==> config.mk <==
export PLATFORM = sky130hd
export DESIGN_NAME = sfp_fault_ctrl
export DESIGN_NICKNAME = d
export VERILOG_FILES = /design/src/rtl/sfp_pkg.sv /design/src/rtl/sfp_dc_detect.sv /design/src/rtl/sfp_fault_ctrl.sv
export SDC_FILE = /design/constraint.sdc
export NUM_CORES = 1
export LEC_CHECK = 0
export CORE_UTILIZATION = 50
export CTS_CLUSTER_SIZE = 24
export DETAILED_ROUTE_END_ITERATION = 10
export DONT_BUFFER_PORTS = 1
export GPL_TIMING_DRIVEN = 0
export MAX_ROUTING_LAYER = met4
export PLACE_DENSITY = 0.68
export SLEW_MARGIN = 20
export SYNTH_ARGS = -nofsm -noshare
export SYNTH_HDL_FRONTEND = slang
export SYNTH_SLANG_ARGS = --single-unit
==> constraint.sdc <==
create_clock -name mclk -period 2.46 [get_ports mclk]
set_input_delay 0.123 -clock mclk [delete_from_list [all_inputs] [get_ports mclk]]
set_output_delay 0.123 -clock mclk [all_outputs]
set_load 0.03 [all_outputs]
==> src/rtl/sfp_pkg.sv <==
package sfp_pkg;

    // ------------------------------------------------------------
    // bus and register map
    // ------------------------------------------------------------
    localparam int          ADDR_W      = 8;
    localparam int          DATA_W      = 32;
    localparam logic [7:0]  ADR_CTRL    = 8'h00;
    localparam logic [7:0]  ADR_ERR     = 8'h04;
    localparam logic [7:0]  ADR_LINE    = 8'h08;
    localparam logic [7:0]  ADR_IRQ_STS = 8'h0C;
    localparam logic [7:0]  ADR_IRQ_CLR = 8'h10;
    localparam logic [7:0]  ADR_IRQ_EN  = 8'h14;

    // control register fields
    localparam int          CTRL_SD_BIT   = 0;
    localparam int          CTRL_PBTL_BIT = 1;
    localparam int          CTRL_FREQ_BIT = 2;
    localparam int          CTRL_GAIN_LSB = 3;
    localparam logic [4:0]  CTRL_RST      = 5'h01;
    localparam logic [5:0]  IRQ_EN_RST    = 6'h00;

    // line/state register fields
    localparam int          LINE_PIN_BIT    = 0;
    localparam int          LINE_HW_BIT     = 1;
    localparam int          LINE_ACTIVE_BIT = 2;
    localparam int          LINE_FAULT_BIT  = 3;
    localparam int          LINE_SDN_BIT    = 4;

    // ------------------------------------------------------------
    // timing
    // ------------------------------------------------------------
    localparam int          CLK_KHZ          = 200000;
    localparam int          FAULT_TIMEOUT_US = 1000;
    localparam int          FAULT_TO_CYC     = FAULT_TIMEOUT_US * CLK_KHZ / 1000;
    localparam int          DC_TIME_MS       = 420;
    localparam int          DC_CYC           = DC_TIME_MS * CLK_KHZ;
    localparam int          CNT_W            = 32;

    // ------------------------------------------------------------
    // types
    // ------------------------------------------------------------
    typedef struct packed {
        logic ot;
        logic dc;
        logic oc;
        logic clk;
        logic uv;
        logic ov;
    } sfp_err_t;

    typedef struct packed {
        logic [1:0] gain;
        logic       freq_8fs;
        logic       pbtl;
    } sfp_cfg_t;

    typedef struct packed {
        logic ratio_bad;
        logic rate_bad;
        logic stopped;
    } sfp_clkmon_t;

    typedef struct packed {
        logic [ADDR_W-1:0] addr;
        logic [DATA_W-1:0] wdata;
        logic              wr;
        logic              rd;
    } sfp_req_t;

    typedef enum logic [0:0] {
        ST_RUN   = 1'b0,
        ST_FAULT = 1'b1
    } sfp_state_t;

endpackage

==> src/rtl/sfp_dc_detect.sv <==
`timescale 1ns/1ps
module sfp_dc_detect
    import sfp_pkg::*;
#(
    parameter int LIMIT = DC_CYC
)(
    // clock and reset
    input  wire logic       mclk,
    input  wire logic       srst,
    // duty above 60 percent, per channel and polarity
    input  wire logic [1:0] duty_pos,
    input  wire logic [1:0] duty_neg,
    // level, high while a channel has held dc too long
    output logic            dc_event
);

    logic [CNT_W-1:0] cnt_ff [2];
    logic [1:0]       pol_ff;
    logic [1:0]       hit_ff;

    // ------------------------------------------------------------
    // per channel run-length counter of one polarity
    // ------------------------------------------------------------
    // a change of polarity restarts the run, so slow ac is not dc
    always_ff @(posedge mclk)
    begin
        for (int ch = 0; ch < 2; ch++)
        begin
            if (srst || !(duty_pos[ch] || duty_neg[ch]) || (duty_pos[ch] != pol_ff[ch]))
            begin
                cnt_ff[ch] <= '0;
                hit_ff[ch] <= 1'b0;
            end
            else if (cnt_ff[ch] == LIMIT[CNT_W-1:0])
            begin
                hit_ff[ch] <= 1'b1;
            end
            else
            begin
                cnt_ff[ch] <= cnt_ff[ch] + 1'b1;
            end
        end
    end

    // remember the polarity of the current run
    always_ff @(posedge mclk)
    begin
        if (srst)
            pol_ff <= 2'h0;
        else
            pol_ff <= duty_pos;
    end

    assign dc_event = |hit_ff;
endmodule

==> src/rtl/sfp_fault_ctrl.sv <==
`timescale 1ns/1ps
// Function
// - fault pin pulled low on amplifier fault in either control mode, else released.
// - latching fault holds pin low until shutdown toggled and timeout elapsed.
// - overvoltage and undervoltage do not drive the pin; playback resumes alone.
// - clock error drives the pin; recovery needs no timeout.
// - overvoltage flagged while supply is above upper threshold.
// - undervoltage flagged while supply is below lower threshold.
// - bad clock ratio, bad rate or stopped clock flags a clock error.
// - overcurrent latches; cleared by timeout plus shutdown toggle.
// - dc detect latches; cleared by timeout plus shutdown toggle.
// - overtemperature latches; also needs temperature below hysteresis to clear.
// - dc event after duty above 60 percent, same polarity, over 420 ms.
// - hardware mode uses defaults changed only by control pins.
// - all static pins low select stereo btl and 768 kHz switching.
// - latching error still present at release is caught again.
// - shutdown low stops the amplifier, high releases it.
// - each error type sets its own status bit.
module sfp_fault_ctrl
    import sfp_pkg::*;
#(
    parameter int TIMEOUT_CYC = FAULT_TO_CYC,
    parameter int DC_LIMIT    = DC_CYC
)(
    // clock and reset
    input  wire logic              mclk,
    input  wire logic              srst,
    // register port
    input  wire sfp_req_t          req,
    output logic [DATA_W-1:0]      rdata,
    output logic                   irq,
    // supply, temperature, current, duty and clock monitors
    input  wire logic              supply_over,
    input  wire logic              supply_under,
    input  wire logic              overcurrent,
    input  wire logic              temp_over,
    input  wire logic              temp_below_hyst,
    input  wire logic [1:0]        duty_pos,
    input  wire logic [1:0]        duty_neg,
    input  wire sfp_clkmon_t       clkmon,
    // system pins
    input  wire logic              hw_mode,
    input  wire logic              amp_shutdown_n,
    input  wire sfp_cfg_t          cfg_pins,
    input  wire logic              amp_fault_n_i,
    output logic                   amp_fault_n_o,
    output logic                   amp_fault_n_oe,
    // amplifier controls
    output logic                   amp_active,
    output sfp_cfg_t               cfg
);

    // ------------------------------------------------------------
    // declarations
    // ------------------------------------------------------------
    sfp_state_t       st_ff;
    sfp_state_t       nxt_st;
    logic [4:0]       ctrl_ff;
    logic [2:0]       latched_ff;
    logic [2:0]       nxt_latched;
    logic [CNT_W-1:0] timer_ff;
    logic             seen_low_ff;
    logic             active_ff;
    logic             nxt_active;
    sfp_cfg_t         cfg_ff;
    sfp_cfg_t         nxt_cfg;
    sfp_err_t         rpt_prev_ff;
    logic [5:0]       irq_sts_ff;
    logic [5:0]       irq_en_ff;
    logic [DATA_W-1:0] rdata_ff;

    logic             dc_hit;
    logic             sd_n;
    logic             clk_err;
    logic             latch_hit;
    logic             timer_done;
    logic             resume;
    sfp_err_t         err_rpt;
    logic [5:0]       irq_ev;
    logic             wr_ctrl;
    logic             wr_clr;
    logic             wr_en;
    logic [DATA_W-1:0] rd_mux;
    logic [DATA_W-1:0] line_word;

    // widen a six-bit error vector to a bus word
    function automatic logic [DATA_W-1:0] err_word(input logic [5:0] v);
        err_word = {{(DATA_W-6){1'b0}}, v};
    endfunction

    // ------------------------------------------------------------
    // dc detector
    // ------------------------------------------------------------
    sfp_dc_detect #(
        .LIMIT (DC_LIMIT)
    ) u_dc (
        .mclk     (mclk),
        .srst     (srst),
        .duty_pos (duty_pos),
        .duty_neg (duty_neg),
        .dc_event (dc_hit)
    );

    // ------------------------------------------------------------
    // error classification
    // ------------------------------------------------------------
    // in hardware mode the shutdown bit is ignored, only the pin counts
    assign sd_n       = amp_shutdown_n && (hw_mode || ctrl_ff[CTRL_SD_BIT]);
    assign clk_err    = clkmon.ratio_bad || clkmon.rate_bad || clkmon.stopped;
    assign latch_hit  = (st_ff == ST_RUN) && sd_n
                        && (overcurrent || dc_hit || temp_over);
    assign timer_done = (timer_ff == TIMEOUT_CYC[CNT_W-1:0]);
    // overtemperature also waits for the die to cool below hysteresis
    assign resume     = (st_ff == ST_FAULT) && timer_done && seen_low_ff && sd_n
                        && (!latched_ff[2] || temp_below_hyst);

    // one status bit per error: live for non-latching, held for latching
    assign err_rpt.ov  = supply_over;
    assign err_rpt.uv  = supply_under;
    assign err_rpt.clk = clk_err;
    assign err_rpt.oc  = latched_ff[0];
    assign err_rpt.dc  = latched_ff[1];
    assign err_rpt.ot  = latched_ff[2];

    // ------------------------------------------------------------
    // latch state machine
    // ------------------------------------------------------------
    always_comb
    begin
        nxt_st      = st_ff;
        nxt_latched = latched_ff;
        unique case (st_ff)
            ST_RUN:
            begin
                if (latch_hit)
                begin
                    nxt_st      = ST_FAULT;
                    nxt_latched = {temp_over, dc_hit, overcurrent};
                end
            end
            ST_FAULT:
            begin
                if (resume)
                begin
                    nxt_st      = ST_RUN;
                    nxt_latched = 3'h0;
                end
            end
        endcase
    end

    always_ff @(posedge mclk)
    begin
        if (srst)
        begin
            st_ff      <= ST_RUN;
            latched_ff <= 3'h0;
        end
        else
        begin
            st_ff      <= nxt_st;
            latched_ff <= nxt_latched;
        end
    end

    // timeout counter starts at detection and saturates at its limit
    always_ff @(posedge mclk)
    begin
        if (srst || latch_hit)
            timer_ff <= '0;
        else if (st_ff == ST_FAULT && !timer_done)
            timer_ff <= timer_ff + 1'b1;
    end

    // a toggle means shutdown was seen low at some point during the fault
    always_ff @(posedge mclk)
    begin
        if (srst || latch_hit)
            seen_low_ff <= 1'b0;
        else if (st_ff == ST_FAULT && !sd_n)
            seen_low_ff <= 1'b1;
    end

    // ------------------------------------------------------------
    // amplifier enable and fault pin
    // ------------------------------------------------------------
    // non-latching errors only pause playback, so no state is kept
    assign nxt_active = sd_n && (st_ff == ST_RUN) && !latch_hit
                        && !supply_over && !supply_under && !clk_err;

    always_ff @(posedge mclk)
    begin
        if (srst)
            active_ff <= 1'b0;
        else
            active_ff <= nxt_active;
    end

    assign amp_active     = active_ff;
    // open drain: only ever drive low, release otherwise
    assign amp_fault_n_o  = 1'b0;
    assign amp_fault_n_oe = (st_ff == ST_FAULT) || clk_err;

    // ------------------------------------------------------------
    // configuration
    // ------------------------------------------------------------
    // pins are static by contract, so no synchroniser is spent on them
    assign nxt_cfg = hw_mode ? cfg_pins
                   : sfp_cfg_t'(ctrl_ff[CTRL_GAIN_LSB+1:CTRL_PBTL_BIT]);

    always_ff @(posedge mclk)
    begin
        if (srst)
            cfg_ff <= '0;
        else
            cfg_ff <= nxt_cfg;
    end

    assign cfg = cfg_ff;

    // ------------------------------------------------------------
    // register writes
    // ------------------------------------------------------------
    assign wr_ctrl = req.wr && (req.addr == ADR_CTRL);
    assign wr_clr  = req.wr && (req.addr == ADR_IRQ_CLR);
    assign wr_en   = req.wr && (req.addr == ADR_IRQ_EN);

    always_ff @(posedge mclk)
    begin
        if (srst)
        begin
            ctrl_ff   <= CTRL_RST;
            irq_en_ff <= IRQ_EN_RST;
        end
        else
        begin
            if (wr_ctrl)
                ctrl_ff <= req.wdata[4:0];
            if (wr_en)
                irq_en_ff <= req.wdata[5:0];
        end
    end

    // ------------------------------------------------------------
    // interrupts
    // ------------------------------------------------------------
    // rising edge of a status bit is the event; set wins over clear
    assign irq_ev = err_rpt & ~rpt_prev_ff;

    always_ff @(posedge mclk)
    begin
        if (srst)
        begin
            rpt_prev_ff <= '0;
            irq_sts_ff  <= 6'h00;
        end
        else
        begin
            rpt_prev_ff <= err_rpt;
            irq_sts_ff  <= (irq_sts_ff & ~({6{wr_clr}} & req.wdata[5:0])) | irq_ev;
        end
    end

    assign irq = |(irq_sts_ff & irq_en_ff);

    // ------------------------------------------------------------
    // register reads
    // ------------------------------------------------------------
    assign line_word = err_word({1'b0, sd_n, st_ff == ST_FAULT, active_ff,
                                 hw_mode, amp_fault_n_i});

    assign rd_mux = (req.addr == ADR_CTRL)    ? {{(DATA_W-5){1'b0}}, ctrl_ff} :
                    (req.addr == ADR_ERR)     ? err_word(err_rpt) :
                    (req.addr == ADR_LINE)    ? line_word :
                    (req.addr == ADR_IRQ_STS) ? err_word(irq_sts_ff) :
                    (req.addr == ADR_IRQ_EN)  ? err_word(irq_en_ff) :
                    {DATA_W{1'b0}};

    // data stand for exactly one cycle after the read strobe
    always_ff @(posedge mclk)
    begin
        if (srst || !req.rd)
            rdata_ff <= '0;
        else
            rdata_ff <= rd_mux;
    end

    assign rdata = rdata_ff;
endmodule

==> Word level (Yosys, flattened, before mapping) <==
Memory sizes are Yosys's and may differ from the RTL's.
Index checks and enable logic that the tools add are counted.
{ "totals": {"out_inout_bits": 40, "elab_cells": 120, "reg_bits": 101, "mem_bits_rw": 64, "n_memories": 1, "input_bits": 63} }
{ "memory_table": {"columns": ["memory", "words", "word_bits", "rd", "rd_ports_with_merged_regs", "write_ports", "line_no", "text"], "rows": [
  ["u_dc.cnt_ff", 2, 32, 2, 0, 2, "sfp_dc_detect.sv:17", "logic [CNT_W-1:0] cnt_ff [2];"]
]} }
{ "op_classes": {"n_mux": 24, "add_sub_neg": 3, "n_bitwise": 10, "n_reduce_logical": 47, "eq_ne": 12} }
{ "op_table": {"columns": ["operator", "count"], "rows": [
  ["adder 32 x 1 -> 32 bit, second input constant", 3],
  ["equality test 32 x 27 -> 1 bit, second input constant", 2],
  ["2-to-1 mux 32 bit", 2],
  ["equality test 32 x 18 -> 1 bit, second input constant", 1],
  ["AND 6 bit", 4],
  ["2-to-1 mux 6 bit", 4],
  ["equality test 8 x 4 -> 1 bit, second input constant", 2],
  ["equality test 8 x 5 -> 1 bit, second input constant", 2],
  ["logical AND 1 bit", 16],
  ["logical OR 1 bit", 15],
  ["2-to-1 mux 1 bit", 12],
  ["inverter 6 bit", 2],
  ["logical NOT 1 bit", 10],
  ["equality test 8 x 3 -> 1 bit, second input constant", 1],
  ["logical NOT 8 bit", 1],
  ["2-to-1 mux 3 bit", 2],
  ["OR 6 bit", 1],
  ["case mux 3 bit (2 select lines)", 1],
  ["OR reduction 6 bit", 1],
  ["2-to-1 mux 5 bit", 1],
  ["OR reduction 5 bit", 1],
  ["2-to-1 mux 4 bit", 1],
  ["OR reduction 2 bit", 2],
  ["!= test 1 bit", 2],
  ["other kinds (6)", 7]
]} }

==> Longest topological paths before layout <==
Gate-level depths: netlist of run 1.
{ "depth": {"depth_word": 9, "depth_mapped": 8} }

==> Modules after synthesis <==
A second synthesis of run 1 with hierarchy kept.
{ "hier_totals": {"cells_unflattened": 826, "hier_area_um2": 7636.1} }
{ "by_module_without_submodules": {"columns": ["mod", "cells_each", "seq_area_each_um2", "instances", "area_each_um2"], "rows": [
  ["sfp_dc_detect", 403, 2001.9, 1, 4005.1],
  ["sfp_fault_ctrl", 423, 1421.4, 1, 3631.0]
]} }

==> Worst setup path before layout of run 1 <==
Ideal clock, no wire load.
{ "synth_path": {"kind": "register -> register", "start": "memory u_dc.cnt_ff[1][0]", "end": "memory u_dc.cnt_ff[1][0], enable pin", "synth_period_minus_slack_ns": 2.424, "setup_slack_ns": 0.036, "stages_incl_launch_ff": 7, "arrival_time_ns": 1.945, "required_time_ns": 1.981, "path_cell_list": "edfxtp_1 -> inv_1 -> ha_1 -> nor4b_1 -> nand4_1 -> nor4_1 -> nand2_1"} }
{ "synth_lines": {"columns": ["element", "line_no"], "rows": [
  ["from (decl)", "sfp_dc_detect.sv:17"]
]} }

==> reports/results.ini, run 1 <==
[clock_tree]
root_buffer=clkbuf_16
cts_max_path_buffers=2
clock-sinks=139
cts_tree=built
cts_inserted_buffers=17
insertion_delay_ns=0.42
clkTransAtPathRegs_ns=0.06
h-tree-depth=4

[timing]
slew_viol_final=0
finalCritPeriodShare=0.957
fin_crit_ns=2.35
rsz0062_at_grt=false
skew_ns=0.00827
slew_headroom=0.387
fmaxAchievable_ghz=0.425
hold_viol_final=0
tightest_slew_ns=0.911
finalSetupViolCount=0

[placement]
io_buffer_count=0
place_hpwl_mm=11.3
dpl_cell_area_um2=7620
place_inst=988
routabilityCongestion=0.898

[power]
vdd_drop_max_uv=403
p_per_area_nw_per_um2=609
p_leak_nw=3.05

[routing]
vias=5882
avgViaCountPerCell=5.65
ant_nets=0
drtIter0Drc=409
drc=0
first_pass_iters=4
wl_mm=16.1
wl_per_cell_um=15.5

[synthesis]
syn_area_um2=7290
yosysWarnings=0
synth.top_cell.area_share=0.264
async_flop_share=0
syn_inst=782
synth_edf_count=64
synth.area.top_cells=edfxtp_1 26%, dfxtp_1 21%, nor2_1 6.3%
synth_top_area_cell=edfxtp_1
ys_ff_latch=139
ys_seq_area_frac=0.469
syn_area_per_cell_um2=9.32
synth_cell_types=55
synth_flop_cell=dfxtp_1

[layout]
n_antenna_cell=0
final_net_count=917
final_area_um2=8430
layout_commonest_cell=nor2_1
drive_gt1_frac=0.116
final_cell_mix=122 x nor2_1, 75 x dfxtp_1, 64 x nand2_1, 64 x edfxtp_1, 49 x nand3_1
synthToLayoutAreaGrowth_pct=15.6
fin_cells=1041

[grt]
grt_pass1_wl_mm=26.8
overflow=0
grt_pass1_vias=5554
antenna_found_initial=0
grt_max_degree=33
grt_usage=0.236

[setup_path]
critPathSlowestCell=edfxtp_1
critPathKind=reg2reg
cpPeakStageDelay_ns=0.48
cp_data_required_time_ns=2.63
path_buf_inv=1
worstSetupEndpointType=register
worst_path_dominant_cell_family=simple AND/OR/NAND/NOR gates
path_cells=nor4_1, nand4_1, nor4_4, nand2b_1, buf_4, nor2_1
startpoint_type=register
path_max_fanout=10
worstPathArrival_ns=2.52

[floorplanning]
core_area_um2=14000
start_util=0.519
rows=43
dieArea_um2=15100
die_y_um=123
die_width_um=123
ios=103

[min_path]
hold_path_class=in2reg

[status]
outcome=complete, no violations

[flow_run]
drv_cap=0

==> flip-flops by register name (all words and copies together) (netlist names) <==
register / flops
amp_active: 1
cfg: 4
ctrl_ff: 5
irq_en_ff: 6
irq_sts_ff: 6
latched_ff: 3
rdata: 6
rpt_prev_ff: 6
seen_low_ff: 1
st_ff: 1
timer_ff: 32
u_dc.cnt_ff: 64
u_dc.hit_ff: 2
u_dc.pol_ff: 2
==> power breakdown <==
part	internal, mW	total [mW]	switching (mW)
Clock	1.47	2.41	0.943
Combinational	0.0976	0.274	0.176
Sequential	2.42	2.45	0.0243
Total	3.99	5.13	1.14
==> stage by stage <==
stage	power (mW)	util	hold WS [ns]	TNS (ns)	setup WS [ns]
2_1_floorplan	2.69	-	0.199	0	0.0358
3_3_place_gp	2.73	0.542	0.205	-38.48	-0.748
3_5_place_dp	2.74	0.543	0.202	-15.14	-0.337
4_1_cts	5.16	0.599	0.00275	0	0.0116
5_1_grt	5.31	0.600	0.0260	0	0.0215
6_report	5.13	0.600	0.0352	0	0.106
==> repair_timing <==
| action | CTS | global route |
|---|---|---|
| hold buffers | 20 | 0 |
| endpoints found under the setup margin | 94 | 124 |
| hold endpoints to repair | 31 | 0 |
| gates resized for setup | 4 | 2 |
| setup buffers | 0 | 1 |
| pin swaps | 0 | 1 |
| cloned | 0 | 0 |
==> tightest hold or removal path, delay by kind of cell <==
family | cells | cell delay, ns
compound gates | 2 | 0.25
simple gates | 1 | 0.04
==> area by class of cell <==
| cell class | instances | area (µm²) |
|---|---|---|
| clock inverters | 11 | 92.6 |
| inverters | 18 | 67.6 |
| flip-flops and latches | 139 | 3420 |
| multi-input cells | 592 | 3570 |
| fillers | 1189 | 5610 |
| clock buffers | 21 | 472 |
| well taps | 180 | 225 |
| plain buffers | 59 | 368 |
| repair buffers | 21 | 208 |
==> cells in the mapped netlist (6+ instances only) <==
| library cell | instances |
|---|---|
| nor2_1 | 122 |
| dfxtp_1 | 75 |
| nand2_1 | 66 |
| edfxtp_1 | 64 |
| nand3_1 | 49 |
| xor2_1 | 46 |
| nand4_1 | 40 |
| xnor2_1 | 35 |
| buf_4 | 33 |
| a21oi_1 | 27 |
| nor3_1 | 23 |
| nor4_1 | 23 |
| inv_1 | 18 |
| clkbuf_1 | 13 |
| and4_1 | 11 |
| nor2b_1 | 10 |
| and3_1 | 9 |
| and2_1 | 8 |
| buf_2 | 7 |
| o21ai_0 | 7 |
| or3_1 | 7 |
| a211oi_1 | 6 |
| ha_1 | 6 |
==> layer usage <==
| metal | global-route usage | up-vias | share of wire |
|---|---|---|---|
| li1 | - | 2867 | - |
| met1 | 0.291 | 2792 | 0.45 |
| met2 | 0.367 | 180 | 0.48 |
| met3 | 0.0595 | 43 | 0.050 |
| met4 | 0.105 | 0 | 0.025 |
| met5 | - | - | 0 |
==> final timing paths <==
kind | slack, ns | depth (start not counted) | end | start
max reg2reg | 0.11 | 6 | u_dc.cnt_ff[0][21]$_SDFFCE_PN0P_ | u_dc.cnt_ff[0][5]$_SDFFCE_PN0P_
max | 0.11 | 6 | u_dc.cnt_ff[0][21]$_SDFFCE_PN0P_ | u_dc.cnt_ff[0][5]$_SDFFCE_PN0P_
min | 0.04 | 3 | u_dc.hit_ff[0]$_SDFFE_PP0N_ | duty_neg[0]
min reg2reg | 0.47 | 2 | seen_low_ff$_SDFFE_PP0P_ | seen_low_ff$_SDFFE_PP0P_
==> logic make-up (layout without fill, tap and decap cells) <==
logic type | Yosys count | count (layout) | synth area share
simple gates | 408 | 408 | 0.300
flops | 139 | 139 | 0.469
xor+xnor | 81 | 81 | 0.0973
buf+inv | 77 | 130 | 0.0597
compound gates | 66 | 66 | 0.0571
fa+ha+maj | 6 | 6 | 0.0103
mux | 4 | 4 | 0.00549
other cells | 1 | 27 | 0.000514
Note: power is estimated with default switching activity, not from simulation.
==> run 2, diff against run 1 <==
--- a/config.mk
+++ b/config.mk
@@ -15,4 +15,5 @@
 export SLEW_MARGIN = 20
 export SYNTH_ARGS = -nofsm -noshare
 export SYNTH_HDL_FRONTEND = slang
+export SYNTH_HIERARCHICAL = 1
 export SYNTH_SLANG_ARGS = --single-unit
==> run 2 against run 1 <==
  * The run now ends with DRC left
  * Area after synthesis increased by 4.7%
  * Critical path depth is 1 lower
  * Synthesized cell count is 5.6% higher
  * Via count grew 14%
  * Global-route usage grew 0.76 points
  * Sequential share of layout area is 2.2 points lower
  * Combinational power increased by 13%
  * Sequential power about the same
  * Sequential cell count unchanged
  * Worst hold slack got worse by 0.016 ns
  * Fmax fell by 0.15%
  * Register-to-register slack about the same
  * Critical path type unchanged
  * Critical endpoint is now u_dc/cnt_ff[0][19]$_SDFFCE_PN0P_
  * Largest power group is now the clock network
==> reports/results.ini, run 2 <==
[clock_tree]
cts_max_path_buffers=2
cts_inserted_buffers=17
root_buffer=clkbuf_16
insertion_delay_ns=0.43
cts_tree=built
clkTransAtPathRegs_ns=0.06
clock-sinks=139
h-tree-depth=4

[synthesis]
ys_seq_area_frac=0.448
synth_flop_cell=dfxtp_1
synth.top_cell.area_share=0.252
synth.most_common_cell=dfxtp_1
syn_inst=826
synth_common_cells=75 x dfxtp_1, 69 x nor2_1, 64 x a21oi_1, 64 x edfxtp_1, 48 x nand2_1
synth.area.top_cells=edfxtp_1 25%, dfxtp_1 20%, a21oi_1 4.2%
yosysWarnings=6
synth_cell_types=64
syn_area_um2=7640
synth_top_area_cell=edfxtp_1
synth_fa_ha_area_frac=0.00983
async_flop_share=0
ys_ff_latch=139
yosys.area_share.simple=0.280
synth_edf_count=64
synth-compound-area-share=0.126
synth_top_family_by_area=simple AND/OR/NAND/NOR gates
synth_xor_area_frac=0.0413
syn_area_per_cell_um2=9.24
synthMuxAreaShare=0.0328

[grt]
grt_max_degree=33
grt_pass1_vias=6158
grt_usage=0.244
grt_pass1_wl_mm=30.2
overflow=0
antenna_found_initial=0

[setup_path]
startpoint_type=register
cp_data_required_time_ns=2.63
timing.rr.end=u_dc/cnt_ff[0][19]$_SDFFCE_PN0P_
critPathKind=reg2reg
r2r_start=u_dc/cnt_ff[0][20]$_SDFFCE_PN0P_
path_cells=clkbuf_1, or4_1, o41ai_4, buf_2, a21oi_1
worstSetupEndpointType=register
critPathSlowestCell=or4_1
path_max_fanout=10
cpPeakStageDelay_ns=0.64
crit_start=u_dc/cnt_ff[0][20]$_SDFFCE_PN0P_
rrSetupSlack_ns=0.10
ff2ff_path_depth=5
worstPathArrival_ns=2.53

[floorplanning]
die_width_um=126
start_util=0.519
dieArea_um2=15800
core_area_um2=14700
rows=44
ios=103
die_y_um=126

[placement]
place_hpwl_mm=12.5
routabilityCongestion=0.917
io_buffer_count=0
place_inst=1036

[layout]
multiInputGateArea_um2=3930
final_cell_mix=75 x dfxtp_1, 69 x nor2_1, 64 x a21oi_1, 64 x edfxtp_1
fin_util=0.606
synthToLayoutAreaGrowth_pct=16.7
drive_gt1_frac=0.107
layout_commonest_cell=dfxtp_1
fin_cells=1097
fillers=1243
regMostFlops=u_dc/cnt_ff
final_net_count=969
regArea_um2=3420
largestRegisters=u_dc/cnt_ff x64, timer_ff x32
largest_reg_flops=64
n_antenna_cell=0

[status]
outcome=finished with violations
violations=DRC

[power]
p_leak_nw=3.06
p_per_area_nw_per_um2=594
vdd_drop_max_uv=528

[min_path]
hp-start=req[36]
hold_path_end=rdata[0]$_SDFF_PP0_
hold_path_class=in2reg
whs_path_depth=3

[flow_run]
drv_cap=0

[routing]
wl_mm=18.4
drtIter0Drc=594
wl_per_cell_um=16.8
first_pass_iters=9
vias=6701
drc=10
avgViaCountPerCell=6.11
ant_nets=0

[timing]
fin_crit_ns=2.36
finalSetupViolCount=0
tightest_slew_ns=0.828
slew_viol_final=0
fmaxAchievable_ghz=0.424
slew_headroom=0.448
finalCritPeriodShare=0.958
skew_ns=0.0101
hold_viol_final=0

[run 2: where the power goes]
group          leakage (nW)  switching (mW)  internal, mW
clock                 0.285           0.950          1.59
combinational          1.38           0.197         0.112
sequential             1.40          0.0242          2.42
[run 2: layout make-up]
type,count,share of cell area
Multi-Input combinational cell,624,0.441
Sequential cell,139,0.384
Clock buffer,26,0.0598
Buffer,63,0.0421
Timing Repair Buffer,28,0.0300
Tap cell,184,0.0258
Inverter,27,0.0114
Clock inverter,6,0.00618
[run 2: kinds of logic (layout without fill, tap and decap cells)]
family	count (synthesis)	after routing
other	1	27
adder cells (fa/ha/maj)	6	6
AND/OR/NAND/NOR	372	374
multiplexers	25	25
buffers and inverters	91	150
flip-flops	139	139
AO/OA/AOI/OAI	156	156
XOR/XNOR	36	36
[run 2: per-layer routing]
metal	vias to the layer above	share of wire	GRT usage
met5	-	0	-
met2	214	0.46	0.371
met3	37	0.055	0.0501
met4	0	0.020	0.0961
li1	3241	-	-
met1	3209	0.47	0.318
[run 2: how the worst max path moves through the flow]
stage                                            end  slack (ns)  depth (start not counted)
floorplan            u_dc/cnt_ff[1][0]$_SDFFCE_PN0P_        0.16                          6
global placement    u_dc/cnt_ff[1][12]$_SDFFCE_PN0P_       -0.47                          6
detailed placement   u_dc/cnt_ff[0][5]$_SDFFCE_PN0P_       -0.23                          6
CTS                 u_dc/cnt_ff[0][24]$_SDFFCE_PN0P_       0.004                          6
global route         u_dc/cnt_ff[1][3]$_SDFFCE_PN0P_       -0.03                          8
finish              u_dc/cnt_ff[0][19]$_SDFFCE_PN0P_        0.10                          5
[run 2: per-stage QoR]
stage / hold slack, ns / cell area, µm² / total power, mW / TNS [ns] / worst slack, ns
floorplan: 0.195 / 7740 / 2.70 / 0 / 0.158
global placement: 0.199 / 7970 / 2.75 / -21.83 / -0.473
detailed placement: 0.204 / 7970 / 2.75 / -13.55 / -0.227
CTS: 0.00478 / 8820 / 5.33 / 0 / 0.00398
global route: 0.0181 / 8910 / 5.45 / -0.284 / -0.0310
finish: 0.0195 / 8910 / 5.29 / 0 / 0.102
[run 2: critical path, delay by kind of cell (launching register included)]
kind / cells / cell delay, ns
flip-flops: 1 / 0.36
buffers and inverters: 2 / 0.52
AO/OA/AOI/OAI: 2 / 0.56
AND/OR/NAND/NOR: 1 / 0.64
[run 2: what timing repair did]
action | CTS | global route
hold endpoints to repair | 43 | 0
endpoints found under the setup margin | 95 | 126
buffers inserted | 0 | 5
hold buffers | 23 | 0
pin swaps | 0 | 2
resized for setup | 10 | 15
cloned | 0 | 2
==> run 3, diff against run 2 <==
--- a/config.mk
+++ b/config.mk
@@ -5,6 +5,7 @@
 export SDC_FILE = /design/constraint.sdc
 export NUM_CORES = 1
 export LEC_CHECK = 0
+export CORE_MARGIN = 2
 export CORE_UTILIZATION = 50
 export CTS_CLUSTER_SIZE = 24
 export DETAILED_ROUTE_END_ITERATION = 10
==> run 3 against run 2 <==
  * The run now ends clean
  * Global-route usage fell by 0.81 points
  * Sequential cell count did not move
  * Die area is 3.2% higher
  * Setup slack worse by 0.015 ns
  * Combinational power barely moved
  * Worst hold slack worse by 0.0014 ns
  * Design area rose by 0.63%
  * Sequential power hardly changed
  * Critical path depth increased by 1
  * Wire length is 2.6% higher
  * Critical path type unchanged
  * Highest routed layer unchanged
==> reports/results.ini, run 3 (synthesis gave the netlist of run 2 again) <==
[status]
outcome=complete, no violations

[timing]
fmaxAchievable_ghz=0.421
finalWorstSetupSlack_ns=0.0870
slew_viol_final=0
hold_viol_final=0
fin_crit_ns=2.37
slew_headroom=0.439
skew_ns=0.00557
finalSetupViolCount=0
finalCritPeriodShare=0.965
tightest_slew_ns=0.837
rsz0062_at_grt=true

[grt]
antenna_found_initial=0
grt_pass1_vias=6210
overflow=0
grt_usage=0.236
grt_max_degree=33
grt_pass1_wl_mm=30.2

[clock_tree]
h-tree-depth=4
cts_inserted_buffers=17
root_buffer=clkbuf_16
cts_tree=built
insertion_delay_ns=0.42
clock-sinks=139
clkTransAtPathRegs_ns=0.06
cts_max_path_buffers=2

[routing]
drc=0
drtIter0Drc=682
wl_per_cell_um=17.2
vias=6763
first_pass_iters=8
avgViaCountPerCell=6.15
ant_nets=0
wl_mm=18.9

[layout]
largestRegisters=u_dc/cnt_ff x64, timer_ff x32
fin_cells=1099
drive_gt1_frac=0.113
final_cell_mix=75 x dfxtp_1, 69 x nor2_1, 64 x a21oi_1, 64 x edfxtp_1
largest_reg_flops=64
regMostFlops=u_dc/cnt_ff
final_net_count=967
layout_commonest_cell=dfxtp_1
n_antenna_cell=0
synthToLayoutAreaGrowth_pct=17.5
fin_util=0.594

[power]
power.total_mw=5.53
p_per_area_nw_per_um2=616
vdd_drop_max_uv=534
p_leak_nw=3.05

[placement]
routabilityCongestion=0.942
place_hpwl_mm=12.8
io_buffer_count=0
place_inst=1040
preCtsSetupSlack_ns=-0.133

[floorplanning]
die_y_um=128
ios=103
die_width_um=128
start_util=0.506
rows=45
core_area_um2=15100
dieArea_um2=16300

[setup_path]
path_max_fanout=10
critPathKind=reg2reg
path_buf_inv=1
worstSetupEndpointType=register
worstPathArrival_ns=2.53
cpPeakStageDelay_ns=0.58
critPathSlowestCell=or4_4
cp_data_required_time_ns=2.61
worst_path_dominant_cell_family=simple AND/OR/NAND/NOR gates
path_cells=ha_1, nand4_1, or4_4, clkbuf_2, o31ai_1, a21oi_1
startpoint_type=register

[min_path]
hold_path_class=in2reg

[flow_run]
drv_cap=0

==> run 3: changes by cell type in the layout (fill, tap and decap cells not counted), moves of 2 or more <==
| cell | previous run | this run |
|---|---|---|
| inv_4 | 0 | 2 |
| clkinv_1 | 2 | 0 |
| clkbuf_8 | 1 | 3 |
| clkbuf_1 | 21 | 19 |
| nand2_4 | 4 | 2 |
| clkbuf_16 | 20 | 22 |
| clkinv_2 | 2 | 0 |
==> run 3: routing by layer <==
layer | global-route usage | wire [µm] | vias up | share of wire
met4 | 0.0789 | 409 | 0 | 0.022
li1 | - | - | 3244 | -
met1 | 0.298 | 8090 | 3173 | 0.43
met2 | 0.373 | 9070 | 297 | 0.48
met5 | - | 0 | - | 0
met3 | 0.0578 | 1330 | 49 | 0.070
==> run 3: what timing repair did <==
item / 4_1_cts / 5_1_grt
buffers inserted: 0 / 4
pin swaps: 0 / 0
setup endpoints to repair: 81 / 106
hold buffers: 23 / 0
hold endpoints to repair: 43 / 0
resized for setup: 6 / 20
==> run 3: worst paths after layout <==
| path | from | endpoint | slack [ns] | cells after the start |
|---|---|---|---|---|
| min | req[36] | rdata[0]$_SDFF_PP0_ | 0.02 | 3 |
| max | u_dc/cnt_ff[0][0]$_SDFFCE_PN0P_ | u_dc/cnt_ff[0][20]$_SDFFCE_PN0P_ | 0.09 | 6 |
| min reg2reg | seen_low_ff$_SDFFE_PP0P_ | seen_low_ff$_SDFFE_PP0P_ | 0.48 | 2 |
| max reg2reg | u_dc/cnt_ff[0][0]$_SDFFCE_PN0P_ | u_dc/cnt_ff[0][20]$_SDFFCE_PN0P_ | 0.09 | 6 |
==> run 3: worst reg2reg max path: cells and delay by family (launching register included) <==
kind / cells / cell delay (ns)
AND/OR/NAND/NOR: 2 / 0.79
AO/OA/AOI/OAI: 2 / 0.45
flip-flops: 1 / 0.41
adder cells (fa/ha/maj): 1 / 0.23
buffers and inverters: 1 / 0.23
==> run 3: layout make-up <==
class,count,area (µm²)
fill,1304,6120
multi-input combinational,622,3920
sequential,139,3420
clock buffer,27,599
buffer,64,377
timing repair buffer,27,260
tap,188,235
inverter,27,101
clock inverter,5,58.8
==> run 3: metrics by stage <==
step | TNS [ns] | hold WS (ns) | cell area [µm²]
floorplan | 0 | 0.195 | 7740
global route | -0.0551 | 0.0306 | 8970
CTS | 0 | 0.00618 | 8880
detailed placement | -7.82 | 0.202 | 7970
global placement | -17.72 | 0.199 | 7970
finish | 0 | 0.0181 | 8970
==> run 3: report_power, final <==
| group | switching (mW) | internal, mW | leakage, nW |
|---|---|---|---|
| clock network | 0.991 | 1.78 | 0.322 |
| registers | 0.0241 | 2.42 | 1.40 |
| logic | 0.195 | 0.111 | 1.33 |
| total | 1.21 | 4.31 | 3.05 |
